[config.mk]
export PLATFORM = sky130hd
export DESIGN_NAME = spc_host
export DESIGN_NICKNAME = d
export VERILOG_FILES = /design/src/rtl/spc_div.v /design/src/rtl/spc_host.v
export VERILOG_INCLUDE_DIRS = /design/src /design/src/shared
export SDC_FILE = /design/constraint.sdc
export NUM_CORES = 1
export LEC_CHECK = 0
export ABC_AREA = 1
export BUFFER_PORTS_ARGS = -buffer_cell sky130_fd_sc_hd__buf_4
export CAP_MARGIN = 10
export CORE_MARGIN = 1.5
export CORE_UTILIZATION = 45
export CTS_BUF_LIST = sky130_fd_sc_hd__clkbuf_4 sky130_fd_sc_hd__clkbuf_8
export DETAILED_ROUTE_END_ITERATION = 8
export GPL_TIMING_DRIVEN = 0
export SYNTH_ARGS = -nofsm -noshare
export SYNTH_HDL_FRONTEND = slang
export SYNTH_SLANG_ARGS = --single-unit
[constraint.sdc]
create_clock -name clk_sys -period 7.1 [get_ports clk_sys]
set_input_delay 1.42 -clock clk_sys [delete_from_list [all_inputs] [get_ports clk_sys]]
set_output_delay 1.42 -clock clk_sys [all_outputs]
set_load 0.02 [all_outputs]
[src/shared/spc_map.vh]
// Opcodes, register addresses and bit positions for the protection command host controller.
`ifndef SPC_MAP_VH
`define SPC_MAP_VH
`define SPC_OP_WRITE_ENABLE_CMD      8'h06
`define SPC_OP_RDSR      8'h05
`define SPC_OP_RD_PPB    8'hFC
`define SPC_OP_RD_PPB4   8'hE2
`define SPC_OP_PG_PPB    8'hFD
`define SPC_OP_PG_PPB4   8'hE3
`define SPC_OP_ER_PPB    8'hE4
`define SPC_OP_RD_CFG    8'h2B
`define SPC_OP_PG_CFG    8'h2F
`define SPC_OP_RD_LOCK   8'hA7
`define SPC_OP_CLR_LOCK  8'hA6
`define SPC_OP_FREEZE    8'h91
`define SPC_OP_RD_KEY    8'hE7
`define SPC_OP_PG_KEY    8'hE8
`define SPC_REG_CTRL     4'h0
`define SPC_REG_ADDR     4'h1
`define SPC_REG_WLO      4'h2
`define SPC_REG_WHI      4'h3
`define SPC_REG_STAT     4'h4
`define SPC_REG_RLO      4'h5
`define SPC_REG_RHI      4'h6
`define SPC_CTRL_GO      8
`define SPC_CTRL_WIDE    9
`define SPC_STAT_BUSY    0
`define SPC_STAT_ERR     1
`define SPC_WIP_BIT      0
`define SPC_SCK_HALF     4'h9
`define SPC_POLL_MAX     16'hFFFF
`endif

[src/rtl/spc_div.v]
// Serial clock half-period divider producing one-cycle enable pulses.
`timescale 1ns/1ns
`default_nettype none
module spc_div #(
    parameter HALF = 10
) (
    input  wire clk_sys,
    input  wire arst_n,
    input  wire run,
    output reg  tick_ff
);
    reg [7:0] cnt_ff;
    always @(posedge clk_sys or negedge arst_n) begin
        if (!arst_n) begin
            cnt_ff  <= 8'h00;
            tick_ff <= 1'b0;
        end else if (!run) begin
            cnt_ff  <= 8'h00;
            tick_ff <= 1'b0;
        end else if (cnt_ff == HALF[7:0] - 8'h01) begin
            cnt_ff  <= 8'h00;
            tick_ff <= 1'b1;
        end else begin
            cnt_ff  <= cnt_ff + 8'h01;
            tick_ff <= 1'b0;
        end
    end
endmodule
`default_nettype wire

[src/rtl/spc_host.v]
// Host controller issuing protection commands to a serial flash.
//
// Chosen here: strobed register access and the register addresses.
`timescale 1ns/1ns
`default_nettype none
`include "spc_map.vh"
module spc_host #(
    parameter SCK_HALF = 10,
    parameter POLL_MAX = 65535
) (
    input  wire        clk_sys,
    input  wire        arst_n,
    input  wire [3:0]  reg_addr,
    input  wire [31:0] reg_wdata,
    input  wire        reg_wr,
    input  wire        reg_rd,
    output reg  [31:0] reg_rdata_ff,
    output reg         cs_n_ff,
    output reg         sck_ff,
    output reg         mosi_ff,
    input  wire        miso
);
    localparam ST_IDLE = 3'd0;
    localparam ST_WRITE_ENABLE_CMD = 3'd1;
    localparam ST_GAP  = 3'd2;
    localparam ST_MAIN = 3'd3;
    localparam ST_POLL = 3'd4;
    localparam ST_DONE = 3'd5;

    reg  [2:0]  state_ff;
    reg  [7:0]  op_ff;
    reg         wide_ff;
    reg  [31:0] addr_ff;
    reg  [31:0] wlo_ff;
    reg  [31:0] whi_ff;
    reg  [63:0] rdata_ff;
    reg  [63:0] rsh_ff;
    reg  [63:0] wdat_ff;
    reg  [7:0]  abytes_ff;
    reg  [6:0]  rbits_ff;
    reg  [6:0]  wbits_ff;
    reg         busy_ff;
    reg         err_ff;
    reg  [103:0] sh_ff;
    reg  [7:0]  nbits_ff;
    reg  [7:0]  cnt_ff;
    reg  [6:0]  rcnt_ff;
    reg         phase_ff;
    reg  [15:0] polls_ff;
    reg         miso_m_ff;
    reg         miso_s_ff;
    wire        tick;
    wire        run;
    reg  [6:0]  nxt_rbits;
    reg  [6:0]  nxt_wbits;
    reg  [1:0]  nxt_amode;
    reg         nxt_wr;

    // Miso from the flash is outside our domain; two stages first.
    always @(posedge clk_sys or negedge arst_n) begin
        if (!arst_n) begin
            miso_m_ff <= 1'b0;
            miso_s_ff <= 1'b0;
        end else begin
            miso_m_ff <= miso;
            miso_s_ff <= miso_m_ff;
        end
    end

    assign run = (state_ff == ST_WRITE_ENABLE_CMD) || (state_ff == ST_MAIN) ||
                 (state_ff == ST_POLL);

    spc_div #(.HALF(SCK_HALF)) u_div (
        .clk_sys (clk_sys),
        .arst_n  (arst_n),
        .run     (run && !cs_n_ff),
        .tick_ff (tick)
    );

    // Command shape: address kind (0 none, 1 by flag, 2 four bytes).
    always @* begin
        nxt_amode = 2'd0;
        nxt_rbits = 7'd0;
        nxt_wbits = 7'd0;
        nxt_wr    = 1'b0;
        case (op_ff)
            `SPC_OP_RD_PPB:   begin nxt_amode = 2'd1; nxt_rbits = 7'd8; end
            `SPC_OP_RD_PPB4:  begin nxt_amode = 2'd2; nxt_rbits = 7'd8; end
            `SPC_OP_PG_PPB:   begin nxt_amode = 2'd1; nxt_wr = 1'b1; end
            `SPC_OP_PG_PPB4:  begin nxt_amode = 2'd2; nxt_wr = 1'b1; end
            `SPC_OP_ER_PPB:   nxt_wr = 1'b1;
            `SPC_OP_RD_CFG:   nxt_rbits = 7'd16;
            `SPC_OP_PG_CFG:   begin nxt_wbits = 7'd16; nxt_wr = 1'b1; end
            `SPC_OP_RD_LOCK:  nxt_rbits = 7'd8;
            `SPC_OP_CLR_LOCK: nxt_wr = 1'b1;
            `SPC_OP_FREEZE:   nxt_wr = 1'b1;
            `SPC_OP_RD_KEY:   nxt_rbits = 7'd64;
            `SPC_OP_PG_KEY:   begin nxt_wbits = 7'd64; nxt_wr = 1'b1; end
            default:          nxt_amode = 2'd0;
        endcase
    end

    // Register port: read data one cycle after the strobe.
    always @(posedge clk_sys or negedge arst_n) begin
        if (!arst_n) begin
            reg_rdata_ff <= 32'h00000000;
        end else if (reg_rd) begin
            case (reg_addr)
                `SPC_REG_CTRL: reg_rdata_ff <= {22'h000000, wide_ff, 1'b0, op_ff};
                `SPC_REG_ADDR: reg_rdata_ff <= addr_ff;
                `SPC_REG_WLO:  reg_rdata_ff <= wlo_ff;
                `SPC_REG_WHI:  reg_rdata_ff <= whi_ff;
                `SPC_REG_STAT: reg_rdata_ff <= {30'h00000000, err_ff, busy_ff};
                `SPC_REG_RLO:  reg_rdata_ff <= rdata_ff[31:0];
                `SPC_REG_RHI:  reg_rdata_ff <= rdata_ff[63:32];
                default:       reg_rdata_ff <= 32'h00000000;
            endcase
        end
    end

    // Byte-order swap so the low byte leaves first, MSB of each first.
    function [63:0] spc_lsb_first;
        input [63:0] v;
        integer i;
        begin
            spc_lsb_first = 64'h0;
            for (i = 0; i < 8; i = i + 1)
                spc_lsb_first[63-8*i -: 8] = v[8*i +: 8];
        end
    endfunction

    always @(posedge clk_sys or negedge arst_n) begin
        if (!arst_n) begin
            state_ff  <= ST_IDLE;
            op_ff     <= 8'h00;
            wide_ff   <= 1'b0;
            addr_ff   <= 32'h00000000;
            wlo_ff    <= 32'h00000000;
            whi_ff    <= 32'h00000000;
            rdata_ff  <= 64'h0;
            rsh_ff    <= 64'h0;
            wdat_ff   <= 64'h0;
            abytes_ff <= 8'h00;
            rbits_ff  <= 7'd0;
            wbits_ff  <= 7'd0;
            busy_ff   <= 1'b0;
            err_ff    <= 1'b0;
            sh_ff     <= 104'h0;
            nbits_ff  <= 8'h00;
            cnt_ff    <= 8'h00;
            rcnt_ff   <= 7'd0;
            phase_ff  <= 1'b0;
            polls_ff  <= 16'h0000;
            cs_n_ff   <= 1'b1;
            sck_ff    <= 1'b0;
            mosi_ff   <= 1'b0;
        end else begin
            if (reg_wr && !busy_ff) begin
                case (reg_addr)
                    `SPC_REG_ADDR: addr_ff <= reg_wdata;
                    `SPC_REG_WLO:  wlo_ff <= reg_wdata;
                    `SPC_REG_WHI:  whi_ff <= reg_wdata;
                    `SPC_REG_CTRL: begin
                        op_ff   <= reg_wdata[7:0];
                        wide_ff <= reg_wdata[`SPC_CTRL_WIDE];
                        if (reg_wdata[`SPC_CTRL_GO]) begin
                            busy_ff <= 1'b1;
                            err_ff  <= 1'b0;
                            state_ff <= ST_GAP;
                        end
                    end
                    default: busy_ff <= busy_ff;
                endcase
            end
            case (state_ff)
                ST_IDLE: cs_n_ff <= 1'b1;
                ST_GAP: begin
                    // Every command waits for the flash to be idle.
                    sh_ff    <= {8'h05, 96'h0};
                    nbits_ff <= 8'd8;
                    rbits_ff <= 7'd8;
                    wbits_ff <= 7'd0;
                    abytes_ff <= 8'h00;
                    cnt_ff   <= 8'h00;
                    rcnt_ff  <= 7'd0;
                    phase_ff <= 1'b0;
                    polls_ff <= 16'h0000;
                    cs_n_ff  <= 1'b0;
                    mosi_ff  <= 1'b0;
                    state_ff <= ST_POLL;
                end
                ST_WRITE_ENABLE_CMD, ST_MAIN, ST_POLL: if (tick) begin
                    if (!phase_ff) begin
                        // Rising edge: the flash samples our bit here.
                        sck_ff   <= 1'b1;
                        phase_ff <= 1'b1;
                    end else begin
                        sck_ff   <= 1'b0;
                        phase_ff <= 1'b0;
                        if (cnt_ff < nbits_ff) begin
                            mosi_ff <= sh_ff[102];
                            sh_ff   <= {sh_ff[102:0], 1'b0};
                            cnt_ff  <= cnt_ff + 8'h01;
                        end else begin
                            // Sampled on the falling edge; data settled.
                            rsh_ff  <= {rsh_ff[62:0], miso_s_ff};
                            rcnt_ff <= rcnt_ff + 7'd1;
                        end
                        // A frame with no read phase ends on its last out bit.
                        if ((cnt_ff < nbits_ff) ?
                            (cnt_ff + 8'h01 == nbits_ff &&
                             rbits_ff == 7'd0) :
                            (rcnt_ff + 7'd1 >= rbits_ff)) begin
                            // Stop exactly on the boundary, no extra bits.
                            cs_n_ff <= 1'b1;
                            sck_ff  <= 1'b0;
                        end
                    end
                end
                default: state_ff <= ST_IDLE;
            endcase
            // Between frames: pick the next one and put its first bit out.
            if ((state_ff == ST_POLL || state_ff == ST_WRITE_ENABLE_CMD ||
                 state_ff == ST_MAIN) && cs_n_ff && !(state_ff == ST_GAP)) begin
                cnt_ff  <= 8'h00;
                rcnt_ff <= 7'd0;
                if (state_ff == ST_POLL) begin
                    if (rsh_ff[`SPC_WIP_BIT] == 1'b0) begin
                        if (rbits_ff == 7'd8 && nbits_ff == 8'd8 &&
                            op_ff != 8'h00 && wbits_ff == 7'd0 &&
                            abytes_ff == 8'h00 && !phase_ff) begin
                            abytes_ff <= 8'h01;
                            state_ff  <= nxt_wr ? ST_WRITE_ENABLE_CMD : ST_MAIN;
                            sh_ff     <= nxt_wr ? {`SPC_OP_WRITE_ENABLE_CMD, 96'h0}
                                                : sh_ff;
                            nbits_ff  <= 8'd8;
                            rbits_ff  <= 7'd0;
                            // Reads keep select high; their frame loads next.
                            cs_n_ff   <= !nxt_wr;
                            mosi_ff   <= 1'b0;
                        end else begin
                            state_ff <= ST_DONE;
                        end
                    end else if (polls_ff == POLL_MAX[15:0]) begin
                        err_ff   <= 1'b1;
                        state_ff <= ST_DONE;
                    end else begin
                        polls_ff <= polls_ff + 16'h0001;
                        sh_ff    <= {`SPC_OP_RDSR, 96'h0};
                        nbits_ff <= 8'd8;
                        rbits_ff <= 7'd8;
                        cs_n_ff  <= 1'b0;
                        mosi_ff  <= 1'b0;
                    end
                end else if (state_ff == ST_WRITE_ENABLE_CMD) begin
                    state_ff <= ST_MAIN;
                    abytes_ff <= 8'h01;
                end else begin
                    if (abytes_ff == 8'h01) begin
                        // Load the main frame: op, address, write data.
                        wdat_ff <= spc_lsb_first({whi_ff, wlo_ff});
                        sh_ff   <= (nxt_amode == 2'd2 ||
                                    (nxt_amode == 2'd1 && wide_ff)) ?
                                   {op_ff, addr_ff,
                                    spc_lsb_first({whi_ff, wlo_ff})} :
                                   (nxt_amode == 2'd1) ?
                                   {op_ff, addr_ff[23:0],
                                    spc_lsb_first({whi_ff, wlo_ff}), 8'h00} :
                                   {op_ff, spc_lsb_first({whi_ff, wlo_ff}),
                                    32'h00000000};
                        nbits_ff <= 8'd8 + ((nxt_amode == 2'd2 ||
                                    (nxt_amode == 2'd1 && wide_ff)) ? 8'd32 :
                                    (nxt_amode == 2'd1) ? 8'd24 : 8'd0) +
                                    {1'b0, nxt_wbits};
                        rbits_ff  <= nxt_rbits;
                        abytes_ff <= 8'h02;
                        cs_n_ff   <= 1'b0;
                        mosi_ff   <= op_ff[7];
                    end else begin
                        // Older bits from earlier frames are shifted away.
                        rdata_ff <= spc_lsb_first(rsh_ff <<
                                    (7'd64 - rbits_ff));
                        state_ff <= nxt_wr ? ST_GAP : ST_DONE;
                        op_ff    <= nxt_wr ? 8'h00 : op_ff;
                        abytes_ff <= 8'h00;
                    end
                end
            end
            if (state_ff == ST_DONE) begin
                busy_ff  <= 1'b0;
                state_ff <= ST_IDLE;
            end
        end
    end
endmodule
`default_nettype wire

==> flow_metrics.tcl, run 1 <==
set metrics [dict create \
    status "finished clean" \
    antenna_found_initial 2 \
    switching_power_mw 1.27 \
    synth-compound-area-share_pct 21.2 \
    fin_util_pct 50.8 \
    portBuffers 74 \
    cts_resized 0 \
    clock.fmax_ghz 0.299 \
    holdCritPathClass "flop to flop" \
    grt_pass1_wl_um 171000 \
    timing_worst_slew_pin_value_ps 921 \
    yosys.area_share.simple_pct 27.3 \
    gp_congestion 1.05 \
    numCtsBuffers 82 \
    drcViolationCount 0 \
    crit_fanout 10 \
    start_kind "flop" \
    crit_path_frequent_cell "nand2_1" \
    routed_wl_um 114000 \
    dpl-instance-area_um2 29500 \
    p_clk_share_pct 49.7 \
    ant_nets 0 \
    cts_buffer_depth 3 \
    synth_edf_count 0 \
    cp_cell_sequence "clkbuf_2, inv_1, ha_1, nand2_1, inv_1, nor2_1, inv_2, clkbuf_1, nand2_1, nand2_1, o21ai_0, nand2_1, nand3_1, o21ai_0" \
    grt_max_degree 118 \
    yosys_warnings 0 \
    power_leakage_nw 14.6 \
    hpwl_um 86700 \
    max-slew-margin-rel_pct 38.4 \
    final.min_clock_period_ps 3340 \
    finalPower_mw 5.27 \
    via_count 29600 \
    cts.reportedPaths.clkPinSlew_ps 60 \
    seqPwrFrac_pct 47.9 \
    initialDrtViolationCount 3387 \
    drt-wirelength-per-cell_um 22.3 \
    vdd_drop_max_uv 134 \
    synth_cells 4072 \
    synth_area_um2 27900 \
    synth_top_family_by_area "simple AND/OR/NAND/NOR gates" \
    rows 91 \
    powerDensity_nw_per_um2 169 \
    die_y_um 252 \
    syn_nets 4135 \
    synth_cell_types 51 \
    slew_viol_final 0 \
    syn_to_final_growth_pct 12.1 \
    grtUsageTotal_pct 35.5 \
    syn_area_per_cell_um2 6.85 \
    intPower_mw 4.00 \
    grt_pass1_vias 27500 \
    cp_slowest_cell "o21ai_0" \
    die_x_um 252 \
    viasPerCell 5.83 \
    synth_xor_area_share_pct 0.440 \
    synthMuxAreaShare_pct 1.29 \
    async_flop_share_pct 100 \
    crit_family "simple AND/OR/NAND/NOR gates" \
    rsz0062_at_grt "false" \
    worstSetupPathType "flop to flop" \
    cap_violations 0 \
    fin_skew_ps 34.0 \
    h-tree-depth 3 \
    final_cell_area_um2 31300 \
    cts_tree "built" \
    setup-violations-final 0 \
    ys_ff_latch 442 \
    cts-root-buf "clkbuf_8" \
    worstPathArrival_ps 3900 \
    ys_seq_area_share_pct 39.7 \
    p_comb_share_pct 2.4 \
    cp.required_ps 7660 \
    cpPeakStageDelay_ps 720 \
    fin_crit_sh_pct 47.1 \
    nets 4297 \
    cts_sinks 442 \
    grt_overflow 0 \
    yosys_most_used_dff "dfrtp_1" \
    worst_setup_path_end_kind "flop" \
    clk_latency_ps 690 \
    synthAdderAreaFrac_pct 0.987 \
    netSwitchingFraction_pct 24.1 \
    core_um2 61500 \
    io_pins 76 \
    dieArea_um2 63500 \
    rrSetupSlack_ps 3760 \
    drt_pass1_iterations 8 \
    drive_gt1_share_pct 9.60 \
    finalSetupTns_ps 0 \
    cp.buffers_inverters 5 \
    start_util_pct 45.4 \
    final-hold-violation-count 0 \
    cts_hold_buf 0 \
    cts_setup_buffers 0 \
]
## synthesized netlist by cell type, drive strengths merged (23+ instances only)
cell    instances  area [µm²]
nor3           24         125
clkbuf        147         553
o22ai          29         181
mux2           23         259
buf           117         609
inv           361        1360
nand3         295        1490
o21ai         569        2860
o211ai        142        1070
dfrtp         441       11000
nand4          38         244
nand2        1168        4410
a21oi         311        1560
nor2          301        1190
## cells by family after synthesis
group                      after synthesis
AOI/OAI and AO/OA                     1083
xor gates and xnor gates                14
adders and majority gates               22
buffers and inverters                  628
DFF                                    442
muxes                                   33
and+or+nand+nor                       1850
## final cells by class
cell class | count | area, µm²
buffer | 264 | 1160
antenna | 2 | 5.00
fill | 6361 | 30200
clock inverter | 21 | 179
sequential | 442 | 11100
clock buffer | 120 | 1520
multi-input combinational | 3002 | 14300
timing repair buffer | 78 | 673
tap | 790 | 988
inverter | 364 | 1370
## sequential cells by signal, indices dropped and copies added (netlist names), 16 cells and up
name / flops
rsh_ff: 64
wlo_ff: 32
reg_rdata_ff: 32
whi_ff: 32
sh_ff: 103
addr_ff: 32
polls_ff: 16
rdata_ff: 64
## per-layer routing
layer | part of all wire (%) | global-route usage [%] | vias to the layer above
li1 | - | - | 13900
met1 | 42 | 48.5 | 14000
met4 | 5.3 | 16.3 | 0
met3 | 8.4 | 6.26 | 332
met5 | 0 | 0 | -
met2 | 44 | 55.0 | 1427
## placed cells by master (no fill, tap or decap), drive strengths merged, types with 2 or more instances in the layout
master and instances:
nand2 1168, o22ai 29, nand4 38, o2111ai 5, nor2 301, mux2i 10
or2 16, and3 2, a21oi 311, a211oi 3, o21ai 569, nand3b 2
diode 2, a22oi 6, nor3 24, inv 365, nand3 295, nor3b 3
mux2 23, o211ai 142, clkinv 17, clkbuf 267, o221ai 3, ha 22
xnor2 3, o31ai 9, buf 195, dfrtp 441, xor2 11, bufinv 2
## power groups by stage
stage / combinational (mW) / clock [mW] / sequential, mW
4_1_cts: 0.129 / 2.66 / 2.52
5_1_grt: 0.140 / 2.76 / 2.52
2_1_floorplan: 0.0238 / 0 / 2.57
6_report: 0.127 / 2.62 / 2.52
3_3_place_gp: 0.120 / 0 / 2.57
3_5_place_dp: 0.129 / 0 / 2.57
## final timing paths
kind                              from      endpoint  cells after the start
max                        rbits_ff[0]  rdata_ff[43]                     14
min                          miso_m_ff     miso_s_ff                      0
max reg2reg                rbits_ff[0]  rdata_ff[43]                     14
min reg2reg                  miso_m_ff     miso_s_ff                      0
max in group asynchronous       arst_n     sh_ff[60]                      3
min in group asynchronous       arst_n     sh_ff[11]                      1
## metrics by stage
| step | cells | hold slack, ps | setup slack [ps] |
|---|---|---|---|
| finish | 5083 | 348 | 3760 |
| global route | 5082 | 361 | 3590 |
| CTS | 5081 | 349 | 3880 |
| detailed placement | 4940 | 336 | 3260 |
| global placement | 4936 | 333 | -288 |
| floorplan | 4072 | 331 | 4370 |
Power figures use the tool's default switching activity.
==> inputs of run 2 (changes only) <==
==> constraint.sdc (replaced) <==
create_clock -name clk_sys -period 2.8 [get_ports clk_sys]
set_input_delay 0.56 -clock clk_sys [delete_from_list [all_inputs] [get_ports clk_sys]]
set_output_delay 0.56 -clock clk_sys [all_outputs]
set_load 0.02 [all_outputs]
==> run 2 against run 1 <==
  * Register-to-register slack got worse by 3700 ps
  * Maximum frequency rose by 23%
  * Highest routed layer is now met5
  * Worst hold slack got worse by 190 ps
  * Largest cell class unchanged
  * Non-clock buffer count rose by 3
==> flow_metrics.tcl, run 2 (synthesized netlist as in run 1, its figures left out) <==
set metrics [dict create \
    drive_gt1_share_pct 11.3 \
    regMostFlops "sh_ff" \
    min_to "wide_ff" \
    powerDensity_nw_per_um2 425 \
    switching_power_mw 3.23 \
    initialDrtViolationCount 3405 \
    worst_setup_path_end_kind "flop" \
    cts_tree "built" \
    numCtsBuffers 82 \
    cap_violations 0 \
    p_clk_share_pct 49.8 \
    clock.fmax_ghz 0.368 \
    dpl-instance-area_um2 29500 \
    fin_skew_ps 28.7 \
    die_x_um 252 \
    clk_latency_ps 690 \
    slew_viol_final 0 \
    netSwitchingFraction_pct 24.2 \
    status "finished clean" \
    finalNonFillerCells 5085 \
    min_path_cells 3 \
    setup_ws_ps 82.1 \
    r2r_start "rbits_ff[0]" \
    seqPwrFrac_pct 47.8 \
    holdCritPathClass "input pin to flop" \
    syn_to_final_growth_pct 12.9 \
    worstSetupPathType "flop to flop" \
    intPower_mw 10.1 \
    rrSetupSlack_ps 80 \
    nets 4300 \
    start_util_pct 45.4 \
    reg.largest.list "sh_ff: 103 flops, rdata_ff: 64 flops, rsh_ff: 64 flops" \
    core_um2 61500 \
    drt-wirelength-per-cell_um 22.3 \
    final-hold-violation-count 0 \
    crit_path_start "rbits_ff[0]" \
    fill_cells 6321 \
    drcViolationCount 0 \
    grt_max_degree 118 \
    antenna_found_initial 2 \
    drt_pass1_iterations 6 \
    timing_worst_slew_pin_value_ps 796 \
    rows 91 \
    rsz0062_at_grt "true" \
    hpwl_um 86700 \
    final_cell_mix "nand2_1, o21ai_0, dfrtp_1" \
    grt_pass1_vias 27600 \
    rr_worst_depth 14 \
    ant_nets 0 \
    worstPathArrival_ps 3340 \
    dp_slack_ps -388 \
    setup-violations-final 0 \
    final_common_cell "nand2_1" \
    max-slew-margin-rel_pct 46.9 \
    vdd_drop_max_uv 360 \
    cp.required_ps 3420 \
    grt_overflow 0 \
    r2r_end "rdata_ff[19]" \
    cts_sinks 442 \
    fin_crit_sh_pct 97.1 \
    die_y_um 252 \
    fin_util_pct 51.2 \
    hold_slack_ps 156 \
    dp_cells 4940 \
    p_comb_share_pct 2.4 \
    dieArea_um2 63500 \
    viasPerCell 5.83 \
    portBuffers 74 \
    largest_reg_flops 103 \
    grt_pass1_wl_um 171000 \
    routed_wl_um 113000 \
    final_cell_area_um2 31500 \
    cts-root-buf "clkbuf_8" \
    grtUsageTotal_pct 35.6 \
    cts.reportedPaths.clkPinSlew_ps 60 \
    hold_start "reg_wdata[9]" \
    final.min_clock_period_ps 2720 \
    via_count 29700 \
    start_kind "flop" \
    h-tree-depth 3 \
    gp_congestion 1.05 \
    io_pins 76 \
    cts_buffer_depth 3 \
    crit_fanout 10 \
    power_leakage_nw 14.7 \
]
-- run 2: changes by cell type in the layout (fill, tap and decap cells not counted), moves of 5 or more --
cell,delta
o21ai_1,+24
o21ai_2,+10
clkbuf_1,-41
buf_4,+6
buf_1,-7
o21ai_0,-34
clkbuf_4,+9
clkbuf_2,+32
nor2_1,-5
-- run 2: per-layer routing --
layer  global-route usage [%]  share of wire (%)  vias to the layer above
li1                         -                  -                    13800
met1                     48.5                 42                    14100
met2                     55.1                 44                     1422
met3                     6.19                8.4                      342
met4                     16.3                5.5                        2
met5                        0              0.013                        -
-- run 2: critical path: stages, from the launching register on --
cell      delay, ps
dfrtp_1         350
clkbuf_2        150
inv_2            80
ha_1            220
nand2_2         150
inv_2            80
nor2_2          180
inv_2           120
buf_2           210
buf_2           210
o211ai_1        300
o21ai_0         220
nand2_1         110
nand3_1         160
nand3_1         110
-- run 2: how the worst max path moves through the flow --
| stage | to | slack [ps] | cells past startpoint |
|---|---|---|---|
| finish | rdata_ff[19] | 80 | 14 |
| global route | sh_ff[13] | -10 | 13 |
| detailed placement | rdata_ff[10] | -390 | 13 |
| floorplan | rdata_ff[10] | 490 | 13 |
| CTS | rdata_ff[33] | 5 | 12 |
| global placement | rdata_ff[45] | -3730 | 1 |
-- run 2: power by group through the flow --
stage / combinational, mW / sequential [mW] / clock (mW)
after floorplan: 0.0603 / 6.51 / 0
after global placement: 0.304 / 6.51 / 0
after detailed placement: 0.326 / 6.51 / 0
after CTS: 0.329 / 6.40 / 6.74
after global routing: 0.358 / 6.39 / 7.00
final: 0.323 / 6.40 / 6.65
-- run 2: timing repair --
action | 4_1_cts | 5_1_grt
hold buffers | 2 | 0
resized for setup | 75 | 71
setup buffers | 3 | 1
endpoints found under the setup margin | 117 | 239
pin swaps | 5 | 2
gates cloned | 0 | 0
hold endpoints to repair | 35 | 0
-- run 2: cell type report --
cell class              count  area, µm²  area share, %
diodes                      1       2.50        0.00795
plain buffers             261       1240           3.93
clock buffers             120       1520           4.83
clock inverters            21        179          0.568
inverters                 364       1370           4.35
multi-input cells        3002      14400           45.7
flip-flops and latches    442      11100           35.1
well taps                 790        988           3.14
repair buffers             84        736           2.34
-- run 2: stage by stage --
| step | total power [mW] | TNS (ps) |
|---|---|---|
| 2_1_floorplan | 6.57 | 0 |
| 3_3_place_gp | 6.82 | -1613730 |
| 3_5_place_dp | 6.84 | -14230 |
| 4_1_cts | 13.5 | 0 |
| 5_1_grt | 13.8 | -10.3 |
| 6_report | 13.4 | 0 |
